`config.mk`:
```
export PLATFORM = sky130hd
export DESIGN_NAME = nbu_uart
export DESIGN_NICKNAME = d
export VERILOG_FILES = /design/src/nbu_pkg.sv /design/src/nbu_uart.sv
export SDC_FILE = /design/constraint.sdc
export NUM_CORES = 1
export LEC_CHECK = 0
export ABC_AREA = 1
export BUFFER_PORTS_ARGS = -buffer_cell sky130_fd_sc_hd__buf_4
export CAP_MARGIN = 25
export CORE_UTILIZATION = 60
export CTS_CLUSTER_SIZE = 20
export DETAILED_ROUTE_END_ITERATION = 10
export GPL_ROUTABILITY_DRIVEN = 0
export MAX_ROUTING_LAYER = met4
export PLACE_DENSITY = 0.86
export SLEW_MARGIN = 20
export SYNTH_ARGS = -nofsm -noshare
export SYNTH_HDL_FRONTEND = slang
export SYNTH_SLANG_ARGS = --single-unit
export TNS_END_PERCENT = 30
```
`constraint.sdc`:
```
create_clock -name I_SYS_CLK -period 4.95 [get_ports I_SYS_CLK]
set_clock_uncertainty 0.05 [all_clocks]
set_input_delay 0.2475 -clock I_SYS_CLK [delete_from_list [all_inputs] [get_ports I_SYS_CLK]]
set_output_delay 0.2475 -clock I_SYS_CLK [all_outputs]
set_load 0.01 [all_outputs]
```
`src/nbu_pkg.sv`:
```
// Package with the register map, field positions and timing counts of the serial port.
package nbu_pkg;

    // Register indices; the byte address on the bus is four times the index.
    localparam logic [7:0] IDX_SERIAL_CONTROL = 8'h00;
    localparam logic [7:0] IDX_SERIAL_BUFFER  = 8'h01;
    localparam logic [7:0] IDX_POWER_CONTROL  = 8'h02;
    localparam logic [7:0] IDX_SLAVE_ADDRESS  = 8'ha9;
    localparam logic [7:0] IDX_SLAVE_MASK     = 8'hb9;

    // Field positions in serial_control_reg.
    localparam int SC_MODE_HI  = 7;
    localparam int SC_MODE_LO  = 6;
    localparam int SC_MPROC    = 5;
    localparam int SC_RX_EN    = 4;
    localparam int SC_TX_NINTH = 3;
    localparam int SC_RX_NINTH = 2;
    localparam int SC_TX_DONE  = 1;
    localparam int SC_RX_DONE  = 0;

    // Field positions in power_control_reg.
    localparam int PC_BAUD_DOUBLE = 7;
    localparam int PC_FE_VIEW     = 6;

    // Reset values.
    localparam logic [7:0] RST_BYTE = 8'h00;

    // Mode encodings of mode_sel_hi and mode_sel_lo.
    localparam logic [1:0] MODE_SYNC8   = 2'h0;
    localparam logic [1:0] MODE_ASYNC10 = 2'h1;
    localparam logic [1:0] MODE_OSC11   = 2'h2;
    localparam logic [1:0] MODE_TMR11   = 2'h3;

    // Sixteen-slice bit timing.
    localparam logic [3:0] DIV_LAST = 4'hf;
    localparam logic [3:0] SMP_A    = 4'h7;
    localparam logic [3:0] SMP_B    = 4'h8;
    localparam logic [3:0] SMP_C    = 4'h9;

    // Bits sent after the start bit, and index of the last received bit.
    localparam logic [3:0] TX_CNT_11 = 4'ha;
    localparam logic [3:0] TX_CNT_10 = 4'h9;
    localparam logic [3:0] RX_LAST_11 = 4'ha;
    localparam logic [3:0] RX_LAST_10 = 4'h9;

    // AHB transfer types.
    localparam logic [1:0] HTRANS_NONSEQ = 2'h2;

    // Receiver states, Gray coded along the frame.
    typedef enum logic [1:0] {
        NBU_RX_IDLE  = 2'h0,
        NBU_RX_START = 2'h1,
        NBU_RX_BITS  = 2'h3
    } nbu_rx_state_t;

    // Serial control fields as software sees them.
    typedef struct packed {
        logic mode_sel_hi;
        logic mode_sel_lo;
        logic multiproc_enable;
        logic rx_enable;
        logic tx_ninth_bit;
        logic rx_ninth_bit;
        logic tx_done_flag;
        logic rx_done_flag;
    } nbu_serial_control_reg_t;

    // Captured address phase of a bus transfer.
    typedef struct packed {
        logic       valid;
        logic       write;
        logic [7:0] index;
    } nbu_bus_req_t;

endpackage

```
`src/nbu_uart.sv`:
```
// Nine-bit asynchronous serial port with address recognition behind an AHB-Lite slave.
//
// How it works
// - Eleven-bit frame: start low, eight data bits LSB first, ninth bit, stop.
// - Received ninth bit goes into rx_ninth_bit.
// - Mode 2 bit rate is oscillator/16 or /32, picked by baud_double_sel.
// - Buffer write starts sending; each bit leaves at a divide-by-16 rollover.
// - tx_done_flag rises at the eleventh rollover after the buffer write.
// - With rx_enable high, input watched at sixteen times bit rate for falling edge.
// - Falling edge resets receive divide-by-16 counter, aligning bit boundaries.
// - Each bit is the majority of samples at counter states seven, eight, nine.
// - Start bit sampled high aborts the frame and resumes edge search.
// - Frame stored only if rx_done_flag clear and multiproc off or bit one.
// - Edge search resumes in the middle of the stop bit.
// - Mode 3 equals mode 2 but clocked by the timer overflow.
// - Mode codes: 00 sync, 01 ten-bit async, 10 and 11 eleven-bit async; 00 here only holds the line high and the receiver idle.
// - frame_error_flag sets when a frame has no valid stop bit.
// - Control bit 7 shows frame_error_flag or mode_sel_hi by frame_error_view_sel.
// - frame_error_flag is sticky; only a software write clears it.
// - With multiproc on, an address byte sets rx_done_flag only on address match.
// - Mode 1 with multiproc needs a valid stop bit and an address match.
// - Given address compares only bits where the mask holds one.
// - Broadcast address is address OR mask; its zero bits are don't-care.
// - Both address registers reset to zero, making every bit don't-care.
//
// Register access over AHB-Lite was left to the implementer.
`timescale 1ns/1ps
`default_nettype none

module nbu_uart (
    // Clock and reset.
    input  wire logic        I_SYS_CLK,
    input  wire logic        I_RST,
    // AHB-Lite slave.
    input  wire logic        I_HSEL,
    input  wire logic [31:0] I_HADDR,
    input  wire logic [1:0]  I_HTRANS,
    input  wire logic        I_HWRITE,
    input  wire logic [2:0]  I_HSIZE,
    input  wire logic [31:0] I_HWDATA,
    input  wire logic        I_HREADY,
    output logic      [31:0] O_HRDATA,
    output logic             O_HREADYOUT,
    output logic             O_HRESP,
    // Baud source and serial pins.
    input  wire logic        I_TIMER_OVF,
    input  wire logic        I_SERIAL_IN,
    output logic             O_SERIAL_OUT,
    // Interrupt request toward the core.
    output logic             O_SERIAL_IRQ
);

    ////////////////////////////////////////////////////////////////////////////////
    // Functions.

    // Best of three samples.
    function automatic logic vote3(input logic [2:0] s);
        vote3 = (s[0] & s[1]) | (s[0] & s[2]) | (s[1] & s[2]);
    endfunction

    // Given or broadcast address match.
    function automatic logic addr_match(input logic [7:0] rx, input logic [7:0] adr,
                                        input logic [7:0] msk);
        logic [7:0] bcast;
        bcast = adr | msk;
        addr_match = (((rx ^ adr) & msk) == 8'h00)
                   | (((rx ^ bcast) & bcast) == 8'h00);
    endfunction

    ////////////////////////////////////////////////////////////////////////////////
    // Bus address phase capture.

    nbu_pkg::nbu_bus_req_t bus_req;
    nbu_pkg::nbu_bus_req_t next_bus_req;
    logic [7:0]            rd_byte;
    logic [31:0]           next_hrdata;

    always_comb begin
        next_bus_req.valid = I_HSEL & I_HREADY & (I_HTRANS == nbu_pkg::HTRANS_NONSEQ);
        next_bus_req.write = I_HWRITE;
        next_bus_req.index = (I_HADDR[31:10] == 22'h000000 && I_HADDR[1:0] == 2'h0)
                           ? I_HADDR[9:2] : 8'hff;
        next_hrdata = (next_bus_req.valid && !I_HWRITE) ? {24'h000000, rd_byte} : O_HRDATA;
    end

    always_ff @(posedge I_SYS_CLK or posedge I_RST) begin
        if (I_RST) begin
            bus_req  <= '0;
            O_HRDATA <= 32'h00000000;
        end else begin
            bus_req  <= next_bus_req;
            O_HRDATA <= next_hrdata;
        end
    end

    assign O_HREADYOUT = 1'b1;
    assign O_HRESP     = 1'b0;

    ////////////////////////////////////////////////////////////////////////////////
    // Input synchroniser.

    logic rx_meta;
    logic rx_sync;

    always_ff @(posedge I_SYS_CLK or posedge I_RST) begin
        if (I_RST) begin
            rx_meta <= 1'b1;
            rx_sync <= 1'b1;
        end else begin
            rx_meta <= I_SERIAL_IN;
            rx_sync <= rx_meta;
        end
    end

    ////////////////////////////////////////////////////////////////////////////////
    // Registers, transmitter and receiver state.

    nbu_pkg::nbu_serial_control_reg_t      serial_control_reg;
    logic                    frame_error_flag;
    logic [7:0]              serial_buffer;
    logic [7:0]              tx_hold;
    logic                    baud_double_sel;
    logic                    frame_error_view_sel;
    logic [7:0]              slave_address;
    logic [7:0]              slave_address_mask;
    logic                    half_tick;
    logic [3:0]              tx_div;
    logic                    tx_pend;
    logic                    tx_busy;
    logic [9:0]              tx_shift;
    logic [3:0]              tx_cnt;
    logic                    tx_line;
    nbu_pkg::nbu_rx_state_t  rx_state;
    logic                    rx_last;
    logic [3:0]              rx_div;
    logic [3:0]              rx_idx;
    logic [2:0]              rx_smp;
    logic [7:0]              rx_data;
    logic                    rx_ninth;

    nbu_pkg::nbu_serial_control_reg_t      next_serial_control_reg;
    logic                    next_frame_error_flag;
    logic [7:0]              next_serial_buffer;
    logic [7:0]              next_tx_hold;
    logic                    next_baud_double_sel;
    logic                    next_frame_error_view_sel;
    logic [7:0]              next_slave_address;
    logic [7:0]              next_slave_address_mask;
    logic                    next_half_tick;
    logic [3:0]              next_tx_div;
    logic                    next_tx_pend;
    logic                    next_tx_busy;
    logic [9:0]              next_tx_shift;
    logic [3:0]              next_tx_cnt;
    logic                    next_tx_line;
    nbu_pkg::nbu_rx_state_t  next_rx_state;
    logic                    next_rx_last;
    logic [3:0]              next_rx_div;
    logic [3:0]              next_rx_idx;
    logic [2:0]              next_rx_smp;
    logic [7:0]              next_rx_data;
    logic                    next_rx_ninth;

    logic [1:0] mode;
    logic       async_on;
    logic       base_tick;
    logic       tick;
    logic       wr;
    logic [7:0] wbyte;
    logic       bit_val;
    logic [3:0] rx_last_idx;
    logic       qual_bit;

    always_comb begin
        mode     = {serial_control_reg.mode_sel_hi, serial_control_reg.mode_sel_lo};
        async_on = (mode != nbu_pkg::MODE_SYNC8);
        // Oscillator rate in mode 2, timer overflow in modes 1 and 3.
        base_tick = (mode == nbu_pkg::MODE_OSC11) ? 1'b1 : I_TIMER_OVF;
        tick      = base_tick & (baud_double_sel | half_tick);
        wr        = bus_req.valid & bus_req.write;
        wbyte     = I_HWDATA[7:0];
        rx_last_idx = (mode == nbu_pkg::MODE_ASYNC10) ? nbu_pkg::RX_LAST_10
                                                      : nbu_pkg::RX_LAST_11;

        next_serial_control_reg                 = serial_control_reg;
        next_frame_error_flag     = frame_error_flag;
        next_serial_buffer        = serial_buffer;
        next_tx_hold              = tx_hold;
        next_baud_double_sel      = baud_double_sel;
        next_frame_error_view_sel = frame_error_view_sel;
        next_slave_address        = slave_address;
        next_slave_address_mask   = slave_address_mask;
        next_half_tick            = base_tick ? ~half_tick : half_tick;
        next_tx_div               = tick ? tx_div + 4'h1 : tx_div;
        next_tx_pend              = tx_pend;
        next_tx_busy              = tx_busy;
        next_tx_shift             = tx_shift;
        next_tx_cnt               = tx_cnt;
        next_tx_line              = tx_line;
        next_rx_state             = rx_state;
        next_rx_last              = tick ? rx_sync : rx_last;
        next_rx_div               = rx_div;
        next_rx_idx               = rx_idx;
        next_rx_smp               = rx_smp;
        next_rx_data              = rx_data;
        next_rx_ninth             = rx_ninth;
        bit_val                   = vote3(rx_smp);
        qual_bit                  = 1'b0;

        // Software writes; hardware sets below take priority.
        if (wr) begin
            unique case (bus_req.index)
                nbu_pkg::IDX_SERIAL_CONTROL: begin
                    if (frame_error_view_sel) begin
                        next_frame_error_flag = wbyte[nbu_pkg::SC_MODE_HI];
                    end else begin
                        next_serial_control_reg.mode_sel_hi = wbyte[nbu_pkg::SC_MODE_HI];
                    end
                    next_serial_control_reg.mode_sel_lo      = wbyte[nbu_pkg::SC_MODE_LO];
                    next_serial_control_reg.multiproc_enable = wbyte[nbu_pkg::SC_MPROC];
                    next_serial_control_reg.rx_enable        = wbyte[nbu_pkg::SC_RX_EN];
                    next_serial_control_reg.tx_ninth_bit     = wbyte[nbu_pkg::SC_TX_NINTH];
                    next_serial_control_reg.rx_ninth_bit     = wbyte[nbu_pkg::SC_RX_NINTH];
                    next_serial_control_reg.tx_done_flag     = wbyte[nbu_pkg::SC_TX_DONE];
                    next_serial_control_reg.rx_done_flag     = wbyte[nbu_pkg::SC_RX_DONE];
                end
                nbu_pkg::IDX_SERIAL_BUFFER: begin
                    next_tx_hold = wbyte;
                    next_tx_pend = async_on;
                end
                nbu_pkg::IDX_POWER_CONTROL: begin
                    next_baud_double_sel      = wbyte[nbu_pkg::PC_BAUD_DOUBLE];
                    next_frame_error_view_sel = wbyte[nbu_pkg::PC_FE_VIEW];
                end
                nbu_pkg::IDX_SLAVE_ADDRESS: next_slave_address = wbyte;
                nbu_pkg::IDX_SLAVE_MASK:    next_slave_address_mask = wbyte;
                default: begin
                end
            endcase
        end

        // Transmitter: every bit leaves at a rollover of the divide-by-16 counter.
        if (tick && tx_div == nbu_pkg::DIV_LAST) begin
            if (tx_busy) begin
                next_tx_line  = tx_shift[0];
                next_tx_shift = {1'b1, tx_shift[9:1]};
                next_tx_cnt   = tx_cnt - 4'h1;
                if (tx_cnt == 4'h1) begin
                    next_tx_busy = 1'b0;
                    next_serial_control_reg.tx_done_flag = 1'b1;
                end
            end else if (tx_pend && async_on) begin
                next_tx_line  = 1'b0;
                next_tx_pend  = 1'b0;
                next_tx_busy  = 1'b1;
                if (mode == nbu_pkg::MODE_ASYNC10) begin
                    next_tx_shift = {2'h3, tx_hold};
                    next_tx_cnt   = nbu_pkg::TX_CNT_10;
                end else begin
                    next_tx_shift = {1'b1, serial_control_reg.tx_ninth_bit, tx_hold};
                    next_tx_cnt   = nbu_pkg::TX_CNT_11;
                end
            end
        end
        if (!async_on) begin
            next_tx_busy = 1'b0;
            next_tx_line = 1'b1;
        end

        // Receiver.
        unique case (rx_state)
            nbu_pkg::NBU_RX_IDLE: begin
                if (tick && serial_control_reg.rx_enable && async_on && rx_last && !rx_sync) begin
                    next_rx_state = nbu_pkg::NBU_RX_START;
                    next_rx_div   = 4'h0;
                    next_rx_idx   = 4'h0;
                end
            end
            nbu_pkg::NBU_RX_START, nbu_pkg::NBU_RX_BITS: begin
                if (tick) begin
                    next_rx_div = rx_div + 4'h1;
                    if (rx_div == nbu_pkg::SMP_A) next_rx_smp[0] = rx_sync;
                    if (rx_div == nbu_pkg::SMP_B) next_rx_smp[1] = rx_sync;
                    if (rx_div == nbu_pkg::SMP_C) begin
                        bit_val     = vote3({rx_sync, rx_smp[1:0]});
                        next_rx_idx = rx_idx + 4'h1;
                        if (rx_state == nbu_pkg::NBU_RX_START) begin
                            next_rx_state = bit_val ? nbu_pkg::NBU_RX_IDLE
                                                    : nbu_pkg::NBU_RX_BITS;
                        end else if (rx_idx < 4'h9) begin
                            next_rx_data = {bit_val, rx_data[7:1]};
                        end else if (rx_idx != rx_last_idx) begin
                            next_rx_ninth = bit_val;
                        end else begin
                            // Middle of the stop bit: decide and search again.
                            next_rx_state = nbu_pkg::NBU_RX_IDLE;
                            qual_bit = (mode == nbu_pkg::MODE_ASYNC10) ? bit_val : rx_ninth;
                            if (!bit_val) begin
                                next_frame_error_flag = 1'b1;
                            end
                            if (!serial_control_reg.rx_done_flag
                                && (!serial_control_reg.multiproc_enable
                                    || (qual_bit && bit_val
                                        && addr_match(rx_data, slave_address,
                                                      slave_address_mask)))) begin
                                next_serial_control_reg.rx_ninth_bit = qual_bit;
                                next_serial_buffer     = rx_data;
                                next_serial_control_reg.rx_done_flag = 1'b1;
                            end
                        end
                    end
                end
                if (!serial_control_reg.rx_enable || !async_on) begin
                    next_rx_state = nbu_pkg::NBU_RX_IDLE;
                end
            end
            default: next_rx_state = nbu_pkg::NBU_RX_IDLE;
        endcase

        // Register read view for the next data phase.
        unique case (next_bus_req.index)
            nbu_pkg::IDX_SERIAL_CONTROL: rd_byte = {frame_error_view_sel ? frame_error_flag
                                                                         : serial_control_reg.mode_sel_hi,
                                                    serial_control_reg[6:0]};
            nbu_pkg::IDX_SERIAL_BUFFER:  rd_byte = serial_buffer;
            nbu_pkg::IDX_POWER_CONTROL:  rd_byte = {baud_double_sel, frame_error_view_sel,
                                                    6'h00};
            nbu_pkg::IDX_SLAVE_ADDRESS:  rd_byte = slave_address;
            nbu_pkg::IDX_SLAVE_MASK:     rd_byte = slave_address_mask;
            default:                     rd_byte = 8'h00;
        endcase
    end

    always_ff @(posedge I_SYS_CLK or posedge I_RST) begin
        if (I_RST) begin
            serial_control_reg                 <= '0;
            frame_error_flag     <= 1'b0;
            serial_buffer        <= nbu_pkg::RST_BYTE;
            tx_hold              <= nbu_pkg::RST_BYTE;
            baud_double_sel      <= 1'b0;
            frame_error_view_sel <= 1'b0;
            slave_address        <= nbu_pkg::RST_BYTE;
            slave_address_mask   <= nbu_pkg::RST_BYTE;
            half_tick            <= 1'b0;
            tx_div               <= 4'h0;
            tx_pend              <= 1'b0;
            tx_busy              <= 1'b0;
            tx_shift             <= 10'h3ff;
            tx_cnt               <= 4'h0;
            tx_line              <= 1'b1;
            rx_state             <= nbu_pkg::NBU_RX_IDLE;
            rx_last              <= 1'b1;
            rx_div               <= 4'h0;
            rx_idx               <= 4'h0;
            rx_smp               <= 3'h0;
            rx_data              <= 8'h00;
            rx_ninth             <= 1'b0;
        end else begin
            serial_control_reg                 <= next_serial_control_reg;
            frame_error_flag     <= next_frame_error_flag;
            serial_buffer        <= next_serial_buffer;
            tx_hold              <= next_tx_hold;
            baud_double_sel      <= next_baud_double_sel;
            frame_error_view_sel <= next_frame_error_view_sel;
            slave_address        <= next_slave_address;
            slave_address_mask   <= next_slave_address_mask;
            half_tick            <= next_half_tick;
            tx_div               <= next_tx_div;
            tx_pend              <= next_tx_pend;
            tx_busy              <= next_tx_busy;
            tx_shift             <= next_tx_shift;
            tx_cnt               <= next_tx_cnt;
            tx_line              <= next_tx_line;
            rx_state             <= next_rx_state;
            rx_last              <= next_rx_last;
            rx_div               <= next_rx_div;
            rx_idx               <= next_rx_idx;
            rx_smp               <= next_rx_smp;
            rx_data              <= next_rx_data;
            rx_ninth             <= next_rx_ninth;
        end
    end

    ////////////////////////////////////////////////////////////////////////////////
    // Outputs.

    assign O_SERIAL_OUT = tx_line;
    assign O_SERIAL_IRQ = serial_control_reg.tx_done_flag | serial_control_reg.rx_done_flag;

endmodule

`default_nettype wire

```
# Word-level counts from Yosys, hierarchy flattened

Cells that the tools add are included.

Add/subtract/negate cells: 4
Order comparisons: 1
Equal/unequal tests: 28
Multiplexer cells: 69
Bitwise logic cells: 22
Reduce and logical (&&, ||, !) cells: 46

Operator list:

| operator              | number |
|---|---|
| $mux W1               | 44 |
| $pmux W8 S5           | 1 |
| $eq A8 B8 Y1 const B  | 4 |
| $logic_not A8 Y1      | 4 |
| $mux W4               | 6 |
| $logic_not A22 Y1     | 1 |
| $mux W10              | 2 |
| $mux W2               | 9 |
| $and A8 B8 Y8         | 2 |
| $eq A8 B1 Y1 const B  | 2 |
| $eq A8 B2 Y1 const B  | 2 |
| $pmux W4 S2           | 2 |
| $xor A8 B8 Y8         | 2 |
| $reduce_and A2 Y1     | 7 |
| $add A4 B1 Y4 const B | 3 |
| $eq A4 B4 Y1 const B  | 3 |
| $reduce_and A3 Y1     | 4 |
| $logic_and A1 B1 Y1   | 11 |
| $reduce_and A5 Y1     | 2 |
| $mux W9               | 1 |
| $mux W8               | 1 |
| $ne A4 B4 Y1 const B  | 2 |
| $or A8 B8 Y8          | 1 |
| $and A1 B1 Y1         | 7 |
| other kinds (23)      | 47 |

Register bits after elaboration: 107
Output and inout bits: 36
Word-level logic and storage cells: 206

# Logic depth before layout (Yosys ltp)

Depth in word-level cells: 15
Mapped depth: 13

# Least setup slack after synthesis

No wires, ideal clock.

Kind: reg2reg
From: register serial_control_reg, in the netlist mode[0]
To: register serial_control_reg[2] in the netlist's numbering
Setup time: 0.117 ns
Data arrival time: 1.560 ns
Required time: 4.783 ns
Slack: 3.224 ns
Cell stages (with the launch flop): 12
Path buffers: 1
Clock period less this slack: 1.726 ns
Path through: dfrtp_1 o21bai_4 o21ai_2 inv_4 nand3_4 nor2_8 nand3_4 nor2_4 nand2_4 buf_6 nand2_1 nand2_1

RTL lines:

| what                   | line            | text |
|---|---|---|
| start, declared        | nbu_uart.sv:118 | `nbu_pkg::nbu_serial_control_reg_t serial_control_reg;` |
| start signal, assigned | nbu_uart.sv:359 | `serial_control_reg <= next_serial_control_reg;` |

# Worst setup path in the final report

From: register serial_control_reg, in the netlist mode[0]
To: register tx_cnt[2]

Word-level cells in the longest chain between the ends: 5

RTL lines:

| what                                   | line            | text |
|---|---|---|
| $eq A2 B2 Y1                           | nbu_uart.sv:178 | `base_tick = (mode == nbu_pkg::MODE_OSC11) ? 1'b1 : I_TIMER_OVF;` |
| $mux W1                                | nbu_uart.sv:178 |  |
| $and A1 B1 Y1                          | nbu_uart.sv:179 | `tick = base_tick & (baud_double_sel \| half_tick);` |
| $logic_and A1 B1 Y1                    | nbu_uart.sv:243 | `if (tick && tx_div == nbu_pkg::DIV_LAST) begin` |
| $reduce_and A2 Y1 (no source line) (*) | -               |  |
| end signal, assigned                   | nbu_uart.sv:372 | `tx_cnt <= next_tx_cnt;` |
| end, declared                          | nbu_uart.sv:131 | `logic [3:0] tx_cnt;` |

Mark *: on every way between the ends. The rest lies on a longest branch, timed or not.
A chain may end at the register's enable or synchronous reset.

==> metrics.md <==
| Metric | Value |
|---|---|
| Status | finished, violations left |
| Ratio of cells with drive above 1 in the final layout | 17.74% |
| Final Hold Vio Count | 0 |
| Die area | 9590 um^2 |
| Final wirelength | 12.30 mm |
| Mapped Avg Cell Area | 8.278 um^2 |
| Via/cell ratio | 5.516 |
| R2R depth | 8 |
| Pint | 1.283 mW |
| Leakage power | 3.043 nW |
| Hold Slack | 0.05157 ns |
| Vias in the first global route | 4638 |
| Logic pwr share | 15.0% |
| Buf+Inv Stages, Crit Path | 0 |
| Antenna cell count | 0 |
| Worst EP required | 5.17 ns |
| CP arrival | 2.74 ns |
| Setup Viol. Count Final | 0 |
| Clock transition at path regs | 0.10 ns |
| Final Power | 1.801 mW |
| GRT overflow | 0 |
| CTS sink count | 106 |
| Mapped cell area | 5522 um^2 |
| Clock network power share | 29.8% |
| Max Clock Freq | 395.6 MHz |
| Total track usage | 28.62% |
| Vias | 4639 |
| Clock buffer depth | 2 |
| Top flop regs | bus_req (10), tx_shift (9) |
| Post-synth ARST share | 100.0% |
| Most flop-heavy register | bus_req |
| First-pass GRT wire length | 21.07 mm |
| Initial core utilization | 62.70% |
| CTS Hold Bufs | 4 |
| Pwr/cell area | 291.8 nW/um^2 |
| DR pass1 iterations | 8 |
| Crit. path cell count | 8 |
| Antenna violations before repair | 0 |
| Register area share after synthesis | 48.33% |
| Crit Path Max Fanout | 25 |
| Worst path cell trace | o21bai_4 > o21ai_2 > nor2_2 > nand3_1 > a21oi_2 > nand2_1 > o21ai_0 > a21oi_1 |
| Failing checks | design-rule violations |
| Post-CTS setup buffers | 0 |
| IO Port Bufs | 58 |
| H-tree levels | 3 |
| Max reg flops | 10 |
| Yosys warns | 0 |
| # resized after CTS | 0 |
| RSZ-0062 raised after global routing | false |
| Post-synth EDFFs | 0 |
| CTS tree | built |
| Most common cell after layout, fill and taps aside | nand2_1 |
| Relative slew slack | 35.08% |
| WS Path Type | flop to flop |
| DRC | 7 |
| Pins over their slew limit | 0 |
| Routed length per instance | 14.63 um |
| DP HPWL | 9.270 mm |
| Startpoint types | flop |
| Largest net degree at the start of global routing | 66 |
| Nets@finish | 812 |
| Hold crit path type | input pin to flop |
| Synth Register Bits | 106 |
| Psw | 0.5184 mW |
| Synth-to-Final Area Change | 11.78% |
| Commonest cells after routing, fill and taps aside | 158 x nand2_1, 93 x dfrtp_1, 66 x inv_1 |
| Hold depth | 3 |
| # rows | 34 |
| Worst slew pin tran | 0.9738 ns |
| DR iter-0 viols | 361 |
| Critical path's slowest cell | a21oi_2 |
| Core area | 8806 um^2 |
| Distinct cell type count of the synthesized netlist | 49 |
| Placed insts | 821 |
| CTS Buf Count | 9 |
| Setup crit end kind | flop |
| Post-Layout Cell Count | 841 |
| Final ANT Viol Nets | 0 |
| Skew-Pair Late Insertion Delay | 0.37 ns |
| Largest stage delay on the critical path | 0.77 ns |
| Most used DFF post-synth | dfrtp_1 |
| Chip Width | 97.93 um |
| Total I/O pin count | 112 |
| Sequential fraction of design power | 55.2% |
| Die H | 97.93 um |
| Max-cap violations | 0 |
| Setup_tns | 0 ns |
| Sw Share | 28.79% |
| Root Buffer | clkbuf_8 |
| Maximum VDD drop | 0.2105 mV |
| Syn Inst Count | 667 |
| CP top delay family | compound AO/OA/AOI/OAI gates |
| Min Tclk post-route | 2.528 ns |
| Fin crit share | 51.07% |
-- cells by family (layout without fill, tap and decap cells) --
group | after synthesis | in the layout | share of synthesized area [%]
AOI/OAI and AO/OA | 104 | 104 | 11.29
muxes | 2 | 2 | 0.3852
DFF | 106 | 106 | 48.33
and+or+nand+nor | 331 | 331 | 27.49
adders and majority gates | 8 | 8 | 1.813
other | 2 | 26 | 0.1360
xor gates and xnor gates | 6 | 6 | 0.9517
buffers and inverters | 108 | 150 | 9.608
-- path summary, 6_finish.rpt --
kind                            slack [ns]                            to                start
worst min-delay path                  0.05          bus_req[2]$_DFF_PP0_           I_HADDR[4]
min in group asynchronous             0.53         tx_cnt[2]$_DFFE_PP0P_                I_RST
worst max-delay path                  2.42         tx_cnt[2]$_DFFE_PP0P_  mode[0]$_DFFE_PP0P_
worst max register to register        2.42         tx_cnt[2]$_DFFE_PP0P_  mode[0]$_DFFE_PP0P_
max in group asynchronous             3.30  slave_address[0]$_DFFE_PP0P_                I_RST
worst min register to register        0.32             rx_sync$_DFF_PP1_    rx_meta$_DFF_PP1_
-- area by class of cell --
class | instances | area, um^2
sequential | 106 | 2669
clock inverter | 7 | 73.82
inverter | 70 | 267.8
clock buffer | 9 | 123.9
timing repair buffer | 64 | 490.5
fill | 663 | 2634
multi-input combinational | 477 | 2412
tap | 108 | 135.1
-- Yosys cell counts (all sizes together) (2+ instances only) --
cell type	instances	area (um^2)
xnor2	2	17.52
nand3b	3	22.52
o221ai	2	17.52
nand3	64	367.8
nor2	72	314.0
clkbuf	6	22.52
buf	32	242.7
nor3b	2	15.01
nor3	7	35.03
nand4	12	75.07
inv	70	265.3
a21oi	9	48.80
conb	2	7.510
dfrtp	93	2327
nor4	2	18.77
o211ai	2	15.01
nand2	161	616.8
dfstp	13	341.6
a31oi	10	62.56
o21bai	2	26.28
o21ai	72	397.9
ha	8	100.1
a22o	2	17.52
or2	7	43.79
xor2	4	35.03
-- metrics by stage --
| stage | setup WS, ns | instance area [um^2] | utilization (%) |
|---|---|---|---|
| floorplan | 1.885 | 5612 | - |
| global placement | 2.572 | 5934 | 67.39 |
| detailed placement | 2.488 | 5934 | 67.39 |
| CTS | 2.448 | 6172 | 70.09 |
| global route | 2.241 | 6172 | 70.09 |
| finish | 2.422 | 6172 | 70.09 |
-- layer usage --
layer	up-vias	track usage, %	share of wire, %
li1	2240	-	-
met3	35	4.581	4.9
met4	0	11.77	2.8
met5	-	-	0
met1	2213	33.59	41
met2	151	49.08	52
-- worst reg2reg max path, stage by stage (launching register included) --
cell      delay (ns)
dfrtp_1         0.48
o21bai_4        0.20
o21ai_2         0.16
nor2_2          0.16
nand3_1         0.20
a21oi_2         0.77
nand2_1         0.16
o21ai_0         0.20
a21oi_1         0.06
-- power by group through the flow --
stage | Sequential (mW) | Clock [mW] | Combinational (mW)
2_1_floorplan | 0.996 | 0 | 0.199
3_3_place_gp | 1.00 | 0 | 0.252
3_5_place_dp | 1.01 | 0 | 0.268
4_1_cts | 0.994 | 0.542 | 0.273
5_1_grt | 1.00 | 0.581 | 0.310
6_report | 0.995 | 0.536 | 0.270
No activity file was read; power rests on OpenSTA's default activity.
